--- src/logic/prld_pkg.sv ---
package prld_pkg;
  localparam int unsigned OPC_W = 10;
  localparam int unsigned NIB_W = 4;
  localparam int unsigned RLD_W = 8;
  // Opcodes of the four load instructions
  localparam logic [9:0] OPC_LOAD_CONV_CTRL_FIRST = 10'h204;
  localparam logic [9:0] OPC_LOAD_CONV_CTRL_SECOND = 10'h205;
  localparam logic [9:0] OPC_LOAD_CONV_CTRL_THIRD = 10'h206;
  localparam logic [9:0] OPC_LOAD_TIMER_RELOAD_PAIR = 10'h23f;
  // Field positions inside the timer reload register
  localparam int unsigned RLD_HI_LSB = 4;
  localparam int unsigned RLD_LO_LSB = 0;
  // Values after reset
  localparam logic [3:0] RST_CONV_CTRL = 4'h0;
  localparam logic [7:0] RST_TIMER_RELOAD = 8'h00;
  // Cycles an instruction of this group takes
  localparam int unsigned LOAD_CYCLES = 1;
endpackage

--- src/logic/prld_decode.sv ---
`timescale 1ns/1ps
module prld_decode (
  input wire logic core_clk,
  input wire logic arst_n,
  input wire logic instr_valid,
  input wire logic [9:0] instr_opcode,
  input wire logic [3:0] acc,
  input wire logic [3:0] aux,
  output logic [3:0] conv_ctrl_first,
  output logic [3:0] conv_ctrl_second,
  output logic [3:0] conv_ctrl_third,
  output logic [7:0] timer_reload_first,
  output logic timer_reload_wr,
  output logic instr_claimed
);

  ////////////////////////////////////////////////////////////////////////////
  logic [3:0] conv_first_ff, conv_second_ff, conv_third_ff;
  logic [3:0] nxt_conv_first, nxt_conv_second, nxt_conv_third;
  logic [7:0] reload_ff, nxt_reload;
  logic reload_wr_ff, nxt_reload_wr;
  logic claimed_ff, nxt_claimed;
  logic hit_first, hit_second, hit_third, hit_pair;
  logic hit_any;

  function automatic logic opc_hit(input logic v, input logic [9:0] opc,
                                   input logic [9:0] code);
    opc_hit = v && (opc == code);
  endfunction

  assign hit_first = opc_hit(instr_valid, instr_opcode, prld_pkg::OPC_LOAD_CONV_CTRL_FIRST);
  assign hit_second = opc_hit(instr_valid, instr_opcode, prld_pkg::OPC_LOAD_CONV_CTRL_SECOND);
  assign hit_third = opc_hit(instr_valid, instr_opcode, prld_pkg::OPC_LOAD_CONV_CTRL_THIRD);
  assign hit_pair = opc_hit(instr_valid, instr_opcode, prld_pkg::OPC_LOAD_TIMER_RELOAD_PAIR);
  assign hit_any = hit_first | hit_second | hit_third | hit_pair;

  ////////////////////////////////////////////////////////////////////////////
  // The block only reads acc and aux; carry and skip stay with the core
  always_comb
  begin
    nxt_conv_first = conv_first_ff;
    nxt_conv_second = conv_second_ff;
    nxt_conv_third = conv_third_ff;
    nxt_reload = reload_ff;
    nxt_reload_wr = 1'b0;
    nxt_claimed = hit_any;
    if (hit_first)
    begin
      nxt_conv_first = acc;
    end
    if (hit_second)
    begin
      nxt_conv_second = acc;
    end
    if (hit_third)
    begin
      nxt_conv_third = acc;
    end
    if (hit_pair)
    begin
      nxt_reload[prld_pkg::RLD_HI_LSB +: prld_pkg::NIB_W] = aux;
      nxt_reload[prld_pkg::RLD_LO_LSB +: prld_pkg::NIB_W] = acc;
      nxt_reload_wr = 1'b1;
    end
  end

  always_ff @(posedge core_clk or negedge arst_n)
  begin
    if (!arst_n)
    begin
      conv_first_ff <= prld_pkg::RST_CONV_CTRL;
      conv_second_ff <= prld_pkg::RST_CONV_CTRL;
      conv_third_ff <= prld_pkg::RST_CONV_CTRL;
      reload_ff <= prld_pkg::RST_TIMER_RELOAD;
      reload_wr_ff <= 1'b0;
      claimed_ff <= 1'b0;
    end
    else
    begin
      conv_first_ff <= nxt_conv_first;
      conv_second_ff <= nxt_conv_second;
      conv_third_ff <= nxt_conv_third;
      reload_ff <= nxt_reload;
      reload_wr_ff <= nxt_reload_wr;
      claimed_ff <= nxt_claimed;
    end
  end

  assign conv_ctrl_first = conv_first_ff;
  assign conv_ctrl_second = conv_second_ff;
  assign conv_ctrl_third = conv_third_ff;
  assign timer_reload_first = reload_ff;
  assign timer_reload_wr = reload_wr_ff;
  assign instr_claimed = claimed_ff;

  ////////////////////////////////////////////////////////////////////////////
  property p_first_load;
    @(posedge core_clk) disable iff (!arst_n)
      hit_first |=> conv_ctrl_first == $past(acc);
  endproperty
  a_first_load: assert property (p_first_load)
    else $error("first converter control not loaded from acc");

  property p_second_load;
    @(posedge core_clk) disable iff (!arst_n)
      hit_second |=> conv_ctrl_second == $past(acc);
  endproperty
  a_second_load: assert property (p_second_load)
    else $error("second converter control not loaded from acc");

  property p_third_load;
    @(posedge core_clk) disable iff (!arst_n)
      hit_third |=> conv_ctrl_third == $past(acc);
  endproperty
  a_third_load: assert property (p_third_load)
    else $error("third converter control not loaded from acc");

  property p_reload_hi;
    @(posedge core_clk) disable iff (!arst_n)
      hit_pair |=> timer_reload_first[7:4] == $past(aux) && timer_reload_wr;
  endproperty
  a_reload_hi: assert property (p_reload_hi)
    else $error("reload upper nibble not taken from aux");

  property p_reload_lo;
    @(posedge core_clk) disable iff (!arst_n)
      hit_pair |=> timer_reload_first[3:0] == $past(acc);
  endproperty
  a_reload_lo: assert property (p_reload_lo)
    else $error("reload lower nibble not taken from acc");

  property p_claim;
    @(posedge core_clk) disable iff (!arst_n)
      instr_valid && !(hit_first || hit_second || hit_third || hit_pair)
        |=> !instr_claimed && $stable(conv_ctrl_first) && $stable(timer_reload_first);
  endproperty
  a_claim: assert property (p_claim)
    else $error("foreign opcode changed block state");

  // A register moves only on its own opcode
  property p_hold_first;
    @(posedge core_clk) disable iff (!arst_n)
      !hit_first |=> $stable(conv_ctrl_first);
  endproperty
  a_hold_first: assert property (p_hold_first)
    else $error("first converter control changed without its opcode");

  property p_hold_second;
    @(posedge core_clk) disable iff (!arst_n)
      !hit_second |=> $stable(conv_ctrl_second);
  endproperty
  a_hold_second: assert property (p_hold_second)
    else $error("second converter control changed without its opcode");

  property p_hold_third;
    @(posedge core_clk) disable iff (!arst_n)
      !hit_third |=> $stable(conv_ctrl_third);
  endproperty
  a_hold_third: assert property (p_hold_third)
    else $error("third converter control changed without its opcode");

  property p_hold_reload;
    @(posedge core_clk) disable iff (!arst_n)
      !hit_pair |=> $stable(timer_reload_first);
  endproperty
  a_hold_reload: assert property (p_hold_reload)
    else $error("timer reload changed without the pair opcode");

  property p_wr_pulse;
    @(posedge core_clk) disable iff (!arst_n)
      timer_reload_wr |-> $past(hit_pair);
  endproperty
  a_wr_pulse: assert property (p_wr_pulse)
    else $error("reload strobe without pair opcode");

  property p_claim_follow;
    @(posedge core_clk) disable iff (!arst_n)
      hit_any |=> instr_claimed;
  endproperty
  a_claim_follow: assert property (p_claim_follow)
    else $error("claim pulse missing after a load opcode");

  property p_claim_pulse;
    @(posedge core_clk) disable iff (!arst_n)
      instr_claimed |-> $past(hit_any);
  endproperty
  a_claim_pulse: assert property (p_claim_pulse)
    else $error("claim pulse without a load opcode");

  property p_conv_no_wr;
    @(posedge core_clk) disable iff (!arst_n)
      (hit_first || hit_second || hit_third) |=> !timer_reload_wr;
  endproperty
  a_conv_no_wr: assert property (p_conv_no_wr)
    else $error("reload strobe after a converter load");

  property p_claim_quiet;
    @(posedge core_clk) disable iff (!arst_n)
      !instr_valid |=> !instr_claimed && !timer_reload_wr;
  endproperty
  a_claim_quiet: assert property (p_claim_quiet)
    else $error("pulse raised without a valid instruction");

  ////////////////////////////////////////////////////////////////////////////
  // Main scenarios: each load kind and back to back loads
  c_first: cover property (@(posedge core_clk) disable iff (!arst_n) hit_first);
  c_pair: cover property (@(posedge core_clk) disable iff (!arst_n) hit_pair);
  c_back: cover property (@(posedge core_clk) disable iff (!arst_n) hit_second ##1 hit_pair);
  c_second: cover property (@(posedge core_clk) disable iff (!arst_n) hit_second);
  c_third: cover property (@(posedge core_clk) disable iff (!arst_n) hit_third);
endmodule

--- config.mk ---
export PLATFORM = sky130hd
export DESIGN_NAME = prld_decode
export DESIGN_NICKNAME = d
export VERILOG_FILES = /design/src/logic/prld_pkg.sv /design/src/logic/prld_decode.sv
export SDC_FILE = /design/constraint.sdc
export NUM_CORES = 1
export LEC_CHECK = 0
export BUFFER_PORTS_ARGS = -buffer_cell sky130_fd_sc_hd__clkbuf_2
export CAP_MARGIN = 20
export CORE_MARGIN = 8
export CORE_UTILIZATION = 44
export DETAILED_ROUTE_END_ITERATION = 16
export HOLD_SLACK_MARGIN = 0.03
export PLACE_DENSITY = 0.76
export SYNTH_ARGS = -nofsm -noshare
export SYNTH_HDL_FRONTEND = slang
export SYNTH_SLANG_ARGS = --single-unit
--- constraint.sdc ---
create_clock -name core_clk -period 0.91 [get_ports core_clk]
set_input_delay 0.182 -clock core_clk [delete_from_list [all_inputs] [get_ports core_clk]]
set_output_delay 0.182 -clock core_clk [all_outputs]
set_load 0.01 [all_outputs]
# [After elaboration in Yosys (flattened, before gate mapping)]
# Cells that the tools add are included.
[word_totals] register_bits=22 wordCells=18 output_inout_bits=22 input_bits=21
[op_classes] reduce_logical=4 muxes=1 eq_ne=4 bitwise_logic=3
[op_table] cell="$eq A10 B10 Y1 const B" count=4
[op_table] cell="$logic_and A1 B1 Y1" count=4
[op_table] cell="$or A1 B1 Y1" count=3
[op_table] cell="$mux W1" count=1

# [Logic depth before layout (Yosys ltp)]
# Gate-level depths: netlist of run 1.
[depth] ltp_word=5 mapped_depth=3 mapped_depth_nobuf=3

# [Worst setup path after synthesis of run 1]
# No wires, ideal clock.
[synth_timing] path_kind="input -> register" startpoint="input instr_opcode[7]" endpoint="register reload_ff[0] (netlist: timer_reload_first[0])" setup_time_ns=0.125 path_slack_ns=-0.623 required_time_ns=0.785 n_path_buf=0 stages=3 arrival_ns=1.408 path_cell_list="or3b_4 -> nor4_4 -> mux2_2"
[synth_via] elab_chain_cells=2
[synth_lines] item="start, declared" line="prld_decode.sv:6" rtl="input wire logic [9:0] instr_opcode,"
[synth_lines] item="$eq A10 B10 Y1" line="prld_decode.sv:28" rtl="opc_hit = v && (opc == code);"
[synth_lines] item="$logic_and A1 B1 Y1" line="prld_decode.sv:28"
[synth_lines] item="end signal, assigned" line="prld_decode.sv:74" rtl="reload_ff <= prld_pkg::RST_TIMER_RELOAD;"
[synth_lines] item="end signal, assigned" line="prld_decode.sv:83" rtl="reload_ff <= nxt_reload;"
[synth_lines] item="end, declared" line="prld_decode.sv:20" rtl="logic [7:0] reload_ff, nxt_reload;"
# No other way between the ends.
# A chain may end at the register's enable or synchronous reset.

# [Worst setup path after layout of run 1]
[layout_timing] startpoint="input instr_opcode[6]" endpoint="register reload_ff[3] (netlist: timer_reload_first[3])"
# The elaborated chain is that of the path after synthesis.

==> impl_metrics.json, run 1 <==
{
  "path_buf_inv": 2,
  "cts_htree_levels": 1,
  "syn-num-nets": 82,
  "grt_pass1_wl_um": 3677,
  "grt_setup_unrepaired": "yes",
  "antenna_found_initial": 0,
  "ys_ff_latch": 22,
  "grt_max_degree": 23,
  "setup_viol": 43,
  "post-route-period-util": 1.246,
  "dieArea_mm2": 0.003790,
  "p_clk_frac": 0.265,
  "path_cells": "buf_6 -> or3b_4 -> nor4_4 -> buf_6 -> mux2_4",
  "synthesis.instances": 61,
  "worst_pin_slew_ps": 350.7,
  "remaining_drc_errors": 0,
  "violations": "setup timing",
  "crit_required_ps": 1100,
  "cp_top_family": "simple AND/OR/NAND/NOR gates",
  "fmax_ghz": 0.8820,
  "cts_buffers": 3,
  "synth_edf_count": 0,
  "routed-via-count": 736,
  "comb_power_share": 0.114,
  "cts_buffer_depth": 2,
  "cts_num_sinks": 22,
  "grt_remaining_overflow": 0,
  "finalPower_mw": 1.607,
  "crit_fanout": 8,
  "synth_warnings": 0,
  "placed_area_mm2": 0.001252,
  "synthArstFlopShare": 1.000,
  "netSwitchingPower_mw": 0.3666,
  "place.gp.congestion": 0.7851,
  "dp.cells": 140,
  "yosysUniqueCellTypes": 15,
  "maxSlewViolCount": 0,
  "cpMostUsedCell": "buf_6",
  "synth.most_common_cell": "dfrtp_1",
  "fin_nets": 143,
  "dp_hpwl_um": 1806,
  "wire_per_inst_um": 15.52,
  "design_area_mm2": 0.001348,
  "area_growth_pct": 47.53,
  "syn_area_per_cell_um2": 14.97,
  "finClkSkew_ps": 0,
  "boundaryPins": 43,
  "grt_pass1_vias": 816,
  "p_leak_nw": 0.7479,
  "die_w_um": 61.56,
  "cts_tree": "built",
  "worst_slack_ps": -223.9,
  "cp-end-kind": "register",
  "slew_headroom": 0.7640,
  "synth_area_leader_cell": "dfrtp_1",
  "intPower_mw": 1.241,
  "fin_crit_ps": 1134,
  "final_antenna_net_count": 0,
  "routed_wl_um": 2282,
  "diodes": 0,
  "ir_drop_v": 0.0009963,
  "cp_slowest_cell": "or3b_4",
  "ys.flop_type": "dfrtp_1",
  "synth_top_area_frac": 0.6027,
  "yosys-top-cells-count": "dfrtp_1, mux2_2, nand4_1",
  "hold_viol": 0,
  "start_util": 0.4656,
  "path_class": "input port to register",
  "via_per_inst": 5.007,
  "drv_cap": 0,
  "power_density_mw_per_mm2": 1193,
  "final_cell_count_no_fill": 147,
  "coreArea_mm2": 0.001962,
  "io_buffers": 42,
  "ctsRootBufferMaster": "clkbuf_4",
  "swShare": 0.2281,
  "ys_seq_area_frac": 0.6027,
  "seqPwrFrac": 0.620,
  "setup.worst_path.start_class": "input port",
  "synth_area_um2": 913.4,
  "final_core_util": 0.6869,
  "detailedRoute.firstPassIterationCount": 4,
  "synthTopCellsByArea": "dfrtp_1, mux2_2, nand4_1, nor4_4, nor3b_1",
  "slowest_delay_ps": 400,
  "drtIter0Drc": 13,
  "arrival_ps": 1330,
  "std_cell_rows": 16,
  "drive_gt1_frac": 0.6917,
  "fin_setup_tns_ps": -5496,
  "status": "complete, but fails checks",
  "path_clk_slew_ps": 110,
  "clock_latency_ps": 300,
  "die_y_um": 61.56,
  "grtUsageTotal": 0.1338,
  "hp-class": "input port to register"
}
stage by stage:
step           setup slack, ps  hold WS (ps)
3_5_place_dp            -699.3         167.2
4_1_cts                 -226.8         100.3
2_1_floorplan           -622.9        -113.6
6_report                -223.9         111.4
3_3_place_gp            -671.1         160.7
5_1_grt                 -236.4         94.11
timing repair:
| item | in CTS | in global routing |
|---|---|---|
| setup endpoints to repair | 43 | 43 |
| hold buffers | 1 | 0 |
| pin swaps | 2 | 0 |
| hold endpoints to repair | 22 | 0 |
| resized for setup | 9 | 2 |
| buffers inserted | 3 | 0 |
power groups by stage:
stage	clock, mW	combinational, mW	sequential, mW
after global routing	0.486	0.204	0.999
after CTS	0.442	0.184	0.997
final	0.427	0.184	0.997
after detailed placement	0	0.171	1.02
after floorplan	0	0.0437	1.02
after global placement	0	0.164	1.02
registers in the layout, summed over array words and instances (netlist names):
register / count
timer_reload_first: 8
conv_ctrl_first: 4
conv_ctrl_second: 4
conv_ctrl_third: 4
instr_claimed: 1
timer_reload_wr: 1
kinds of logic after synthesis:
logic type | count (synthesis) | synth area share
simple gates | 17 | 0.1370
mux | 20 | 0.2466
compound gates | 1 | 0.009591
flops | 22 | 0.6027
buf+inv | 1 | 0.004106
cells in the final DEF, fill, tap and decap left out:
| cell type | n |
|---|---|
| clkbuf_2 | 40 |
| dfrtp_1 | 22 |
| mux2_2 | 12 |
| buf_4 | 12 |
| mux2_4 | 8 |
| nand4_1 | 4 |
| clkbuf_4 | 3 |
| nor2_1 | 2 |
| nor2b_1 | 2 |
| buf_6 | 2 |
| or3b_4 | 1 |
| nand3b_1 | 1 |
| nand2_1 | 1 |
| nand3_1 | 1 |
| nor4_1 | 1 |
| nor3b_2 | 1 |
| nor3b_1 | 1 |
| a31o_2 | 1 |
| inv_1 | 1 |
| nor4_4 | 1 |
| nor4bb_4 | 1 |
| dlygate4sd3_1 | 1 |
| buf_2 | 1 |
per-layer routing:
layer	routed length [um]	track usage	part of all wire
met3	193	0.03132	0.085
met1	810	0.1356	0.35
met4	41	0.07792	0.018
met5	0	0	0
met2	1237	0.2422	0.54
worst paths after layout:
check | startpoint | end | slack (ps) | cells after the start
setup / recovery | instr_opcode[6] | timer_reload_first[3] | -220 | 5
hold / removal | aux[1] | timer_reload_first[5] | 110 | 2
setup reg to reg | timer_reload_first[2] | timer_reload_first[2] | 10 | 2
hold reg to reg | timer_reload_first[6] | timer_reload_first[6] | 510 | 1
max in group asynchronous | arst_n | timer_reload_first[7] | 320 | 3
min in group asynchronous | arst_n | conv_ctrl_third[1] | 370 | 3
layout make-up:
class / instances / area, um^2
fillers: 161 / 614.3
flip-flops and latches: 22 / 550.5
multi-input cells: 38 / 409.1
repair buffers: 56 / 327.8
well taps: 27 / 33.78
clock buffers: 3 / 22.52
inverters: 1 / 3.754
Power figures use the tool's default switching activity.
==> run 2, diff against run 1 <==
==> constraint.sdc (replaced) <==
create_clock -name core_clk -period 1.25 [get_ports core_clk]
set_input_delay 0.25 -clock core_clk [delete_from_list [all_inputs] [get_ports core_clk]]
set_output_delay 0.25 -clock core_clk [all_outputs]
set_load 0.01 [all_outputs]
==> run 2 against run 1 <==
  * The flow now finishes without violations
  * Design area shrank 4.3%
  * Sequential cell count unchanged
  * Setup slack gained 260 ps
  * Register-to-register slack gained 470 ps
  * Non-clock buffer count decreased by 5
  * Cell count shrank 2.7%
  * Utilization shrank 2.9 points
  * Worst hold slack improved by 57 ps
  * Count of clock-buffer cells in the layout did not move
  * Critical path type unchanged
==> impl_metrics.json, run 2 (synthesized netlist as in run 1, its figures left out) <==
{
  "status": "complete, no violations",
  "worst_pin_slew_ps": 532.4,
  "place.gp.congestion": 0.7947,
  "slew_headroom": 0.6451,
  "detailedRoute.firstPassIterationCount": 4,
  "ff2ff_path_depth": 1,
  "routed-via-count": 708,
  "layout_common_cells": "clkbuf_2, dfrtp_1, mux2_2, buf_4, nand4_1",
  "dp_hpwl_um": 1716,
  "post-route-period-util": 0.9686,
  "finalPower_mw": 1.373,
  "coreArea_mm2": 0.001962,
  "final_antenna_net_count": 0,
  "largest_reg_flops": 8,
  "hold_viol": 0,
  "drive_gt1_frac": 0.6724,
  "cts_tree": "built",
  "std_cell_rows": 16,
  "setup.worst_path.start_class": "input port",
  "ir_drop_v": 0.0008044,
  "dieArea_mm2": 0.003790,
  "maxSlewViolCount": 0,
  "grt_max_degree": 23,
  "fin_crit_ps": 1211,
  "antenna_found_initial": 0,
  "hold_start": "aux[1]",
  "drv_cap": 0,
  "startpoint": "instr_opcode[7]",
  "grt_remaining_overflow": 0,
  "cts_num_sinks": 22,
  "setup_viol": 0,
  "start_util": 0.4656,
  "remaining_drc_errors": 0,
  "ctsRootBufferMaster": "clkbuf_4",
  "finClkSkew_ps": 0,
  "endpoint": "timer_reload_first[0]",
  "arrival_ps": 1410,
  "grt_pass1_wl_um": 3305,
  "cts_setup_buffers": 0,
  "final_core_util": 0.6575,
  "fin_setup_tns_ps": 0,
  "nFillCells": 173,
  "p_leak_nw": 0.7162,
  "cp-end-kind": "register",
  "placed_area_mm2": 0.001224,
  "area_growth_pct": 41.23,
  "rr_startpoint": "conv_ctrl_first[3]",
  "via_per_inst": 4.951,
  "drtIter0Drc": 14,
  "crit_fanout": 8,
  "cts_buffers": 3,
  "clock_latency_ps": 300,
  "mostFrequentLayoutCell": "clkbuf_2",
  "path_clk_slew_ps": 120,
  "io_buffers": 42,
  "boundaryPins": 43,
  "power_density_mw_per_mm2": 1064,
  "cts_buffer_depth": 2,
  "grt_pass1_vias": 748,
  "multi_input_area_um2": 365.4,
  "fin_nets": 138,
  "crit_required_ps": 1450,
  "worstReg2RegEnd": "conv_ctrl_first[3]",
  "design_area_mm2": 0.001290,
  "die_w_um": 61.56,
  "grtUsageTotal": 0.1195,
  "grt_setup_unrepaired": "no",
  "hp-class": "input port to register",
  "path_class": "input port to register",
  "fmax_ghz": 0.8259,
  "routed_wl_um": 2113,
  "diodes": 0,
  "wire_per_inst_um": 14.78,
  "register_area_um2": 550.5,
  "cts_htree_levels": 1,
  "die_y_um": 61.56,
  "r2r_setup_slack_ps": 480
}
## run 2: cell types whose count changed in the layout (fill, tap and decap cells not counted), moves of 2 or more
cell      change
buf_4         -5
clkbuf_2      +2
mux2_2        +8
mux2_4        -8
## run 2: worst max-delay path, cell delays in order
cell,delay [ps]
clkbuf_2,90
or3b_4,400
nor4_4,150
buf_6,180
mux2_2,330
## run 2: worst min path at each step
stage / end / slack, ps / cells past startpoint
2_1_floorplan: conv_ctrl_first[0] / -50 / 0
3_3_place_gp: timer_reload_wr / 240 / 1
3_5_place_dp: conv_ctrl_third[1] / 260 / 1
4_1_cts: timer_reload_first[5] / 150 / 2
5_1_grt: timer_reload_first[7] / 160 / 2
6_report: timer_reload_first[5] / 170 / 2
## run 2: layout make-up
type | count | share of cell area
Inverter | 1 | 0.002910
Tap cell | 27 | 0.02619
Clock buffer | 3 | 0.01746
Multi-Input combinational cell | 38 | 0.2832
Clock inverter | 1 | 0.02328
Sequential cell | 22 | 0.4268
Timing Repair Buffer | 51 | 0.2202
## run 2: timing repair
action,4_1_cts,5_1_grt
setup endpoints to repair,8,0
hold buffers,1,0
hold endpoints to repair,22,0
resized for setup,1,0
## run 2: stage by stage
step | hold slack (ps) | worst slack [ps] | instances
after floorplan | -45.59 | -350.9 | 61
after global placement | 244.0 | -411.8 | 138
after detailed placement | 258.0 | -418.6 | 138
after CTS | 153.4 | 64.64 | 143
after global routing | 158.5 | 14.04 | 143
final | 168.5 | 39.19 | 143
## run 2: layer usage
layer | share of wire | GRT usage | up-vias | routed length, um
met5 | 0 | 0 | - | 0
met3 | 0.074 | 0.02714 | 4 | 157
met1 | 0.41 | 0.1437 | 347 | 876
met4 | 0.019 | 0.07143 | 0 | 41
met2 | 0.49 | 0.1891 | 21 | 1038
li1 | - | - | 336 | -
## run 2: where the power goes
part | internal, mW | switching, mW | leakage, nW
clock | 0.324 | 0.209 | 0.0279
combinational | 0.0562 | 0.0585 | 0.382
sequential | 0.721 | 0.00483 | 0.307
==> run 3, diff against run 2 <==
--- a/config.mk
+++ b/config.mk
@@ -8,10 +8,10 @@
 export BUFFER_PORTS_ARGS = -buffer_cell sky130_fd_sc_hd__clkbuf_2
 export CAP_MARGIN = 20
 export CORE_MARGIN = 8
-export CORE_UTILIZATION = 44
+export CORE_UTILIZATION = 40
 export DETAILED_ROUTE_END_ITERATION = 16
 export HOLD_SLACK_MARGIN = 0.03
-export PLACE_DENSITY = 0.76
+export PLACE_DENSITY = 0.73
 export SYNTH_ARGS = -nofsm -noshare
 export SYNTH_HDL_FRONTEND = slang
 export SYNTH_SLANG_ARGS = --single-unit
==> constraint.sdc (replaced) <==
create_clock -name core_clk -period 1.02 [get_ports core_clk]
set_input_delay 0.204 -clock core_clk [delete_from_list [all_inputs] [get_ports core_clk]]
set_output_delay 0.204 -clock core_clk [all_outputs]
set_load 0.01 [all_outputs]
==> run 3 against run 2 <==
  * The run now ends with setup timing left
  * Design area is 6.8% higher
  * Worst hold slack got worse by 37 ps
  * Via count up 4.4%
  * Sequential share of layout area fell by 2.7 points
  * Global-route usage shrank 0.64 points
  * Sequential cell count unchanged
  * Combinational power rose by 44%
  * Clock power fell by 14%
  * Utilization is 2.9 points lower
  * Count of clock-buffer cells in the layout up 1
  * Register-to-register slack worse by 470 ps
  * Largest power group unchanged
==> impl_metrics.json, run 3 (synthesized netlist as in run 1, its figures left out) <==
{
  "final_cell_count_no_fill": 151,
  "setup.worst_path.start_class": "input port",
  "routed-via-count": 739,
  "finClkSkew_ps": 0,
  "coreArea_mm2": 0.002191,
  "wire_per_inst_um": 15.34,
  "fin_nets": 145,
  "cts_buffers": 3,
  "worst_slack_ps": -146.1,
  "path_cells": "buf_6 -> or3b_4 -> nor4_4 -> buf_6 -> mux2_4",
  "grt_max_degree": 23,
  "path_buf_inv": 2,
  "io_buffers": 42,
  "diodes": 0,
  "grt_pass1_wl_um": 3898,
  "cts_tree": "built",
  "fmax_ghz": 0.8576,
  "area_growth_pct": 50.82,
  "multi_input_area_um2": 409.1,
  "arrival_ps": 1350,
  "grt_remaining_overflow": 0,
  "cp_slowest_cell": "or3b_4",
  "grt_setup_unrepaired": "yes",
  "remaining_drc_errors": 0,
  "slowest_delay_ps": 400,
  "antenna_found_initial": 0,
  "ir_drop_v": 0.001055,
  "maxSlewViolCount": 0,
  "cts_htree_levels": 1,
  "place.gp.congestion": 0.7871,
  "cts_buffer_depth": 2,
  "die_y_um": 63.79,
  "final_antenna_net_count": 0,
  "cp-end-kind": "register",
  "final_core_util": 0.6288,
  "status": "complete, but fails checks",
  "dp_hpwl_um": 1899,
  "hold_viol": 0,
  "cpMostUsedCell": "buf_6",
  "detailedRoute.firstPassIterationCount": 4,
  "routed_wl_um": 2317,
  "post-route-period-util": 1.143,
  "register_area_um2": 550.5,
  "crit_required_ps": 1210,
  "fin_crit_ps": 1166,
  "worst_pin_slew_ps": 521.6,
  "start_util": 0.4169,
  "mostFrequentLayoutCell": "clkbuf_2",
  "holdWs_ps": 131.6,
  "grt_pass1_vias": 844,
  "clock_latency_ps": 290,
  "p_leak_nw": 0.7660,
  "hp-class": "input port to register",
  "dieArea_mm2": 0.004069,
  "path_class": "input port to register",
  "cp_top_family": "simple AND/OR/NAND/NOR gates",
  "ctsRootBufferMaster": "clkbuf_4",
  "via_per_inst": 4.894,
  "setup_viol": 33,
  "std_cell_rows": 17,
  "path_clk_slew_ps": 120,
  "largest_reg_flops": 8,
  "power_density_mw_per_mm2": 1100,
  "cts_num_sinks": 22,
  "drive_gt1_frac": 0.6992,
  "crit_fanout": 8,
  "dp.cells": 142,
  "drtIter0Drc": 19,
  "layout_common_cells": "clkbuf_2, dfrtp_1, buf_4, mux2_2, mux2_4",
  "nFillCells": 184,
  "boundaryPins": 43,
  "grtUsageTotal": 0.1130,
  "drv_cap": 0,
  "die_w_um": 63.79,
  "slew_headroom": 0.6523,
  "violations": "setup timing"
}
## run 3: what timing repair did
action,CTS,global route
pin swaps,2,0
hold buffers,1,0
buffers inserted,2,2
gates resized for setup,9,2
endpoints found under the hold margin,22,0
setup endpoints to repair,41,43
## run 3: worst paths after layout
path	start	to	slack, ps	cells after the start
min in group asynchronous	arst_n	conv_ctrl_third[3]	400	2
worst max-delay path	instr_opcode[6]	timer_reload_first[5]	-150	5
worst min register to register	conv_ctrl_second[2]	conv_ctrl_second[2]	520	1
worst max register to register	timer_reload_first[6]	timer_reload_first[6]	10	3
worst min-delay path	aux[2]	timer_reload_first[6]	130	2
max in group asynchronous	arst_n	conv_ctrl_third[0]	270	2
## run 3: through the flow
step | setup TNS, ps | setup WS (ps) | total power, mW | cell area, um^2
after CTS | -2601 | -141.3 | 1.531 | 1356
after floorplan | -5783 | -534.9 | 0.9510 | 933.4
after detailed placement | -10210 | -613.5 | 1.063 | 1261
final | -2460 | -146.1 | 1.516 | 1378
after global placement | -9396 | -585.6 | 1.055 | 1261
after global routing | -3873 | -178.9 | 1.581 | 1378
## run 3: final cells by class
class / count / share of cell area
tap: 28 / 0.02543
multi-input combinational: 38 / 0.2970
clock buffer: 4 / 0.02634
timing repair buffer: 58 / 0.2489
sequential: 22 / 0.3996
inverter: 1 / 0.002725
## run 3: layer usage
metal  part of all wire  track usage  wire length, um
met1               0.39       0.1157              909
met5                  0            0                0
met4                  0      0.02507                0
met3              0.067      0.03659              156
met2               0.54       0.2158             1251
## run 3: report_power, final
part | total, mW | switching (mW) | internal [mW]
Sequential | 0.890 | 0.00648 | 0.884
Combinational | 0.166 | 0.0787 | 0.0869
Clock | 0.460 | 0.243 | 0.217
Total | 1.52 | 0.328 | 1.19
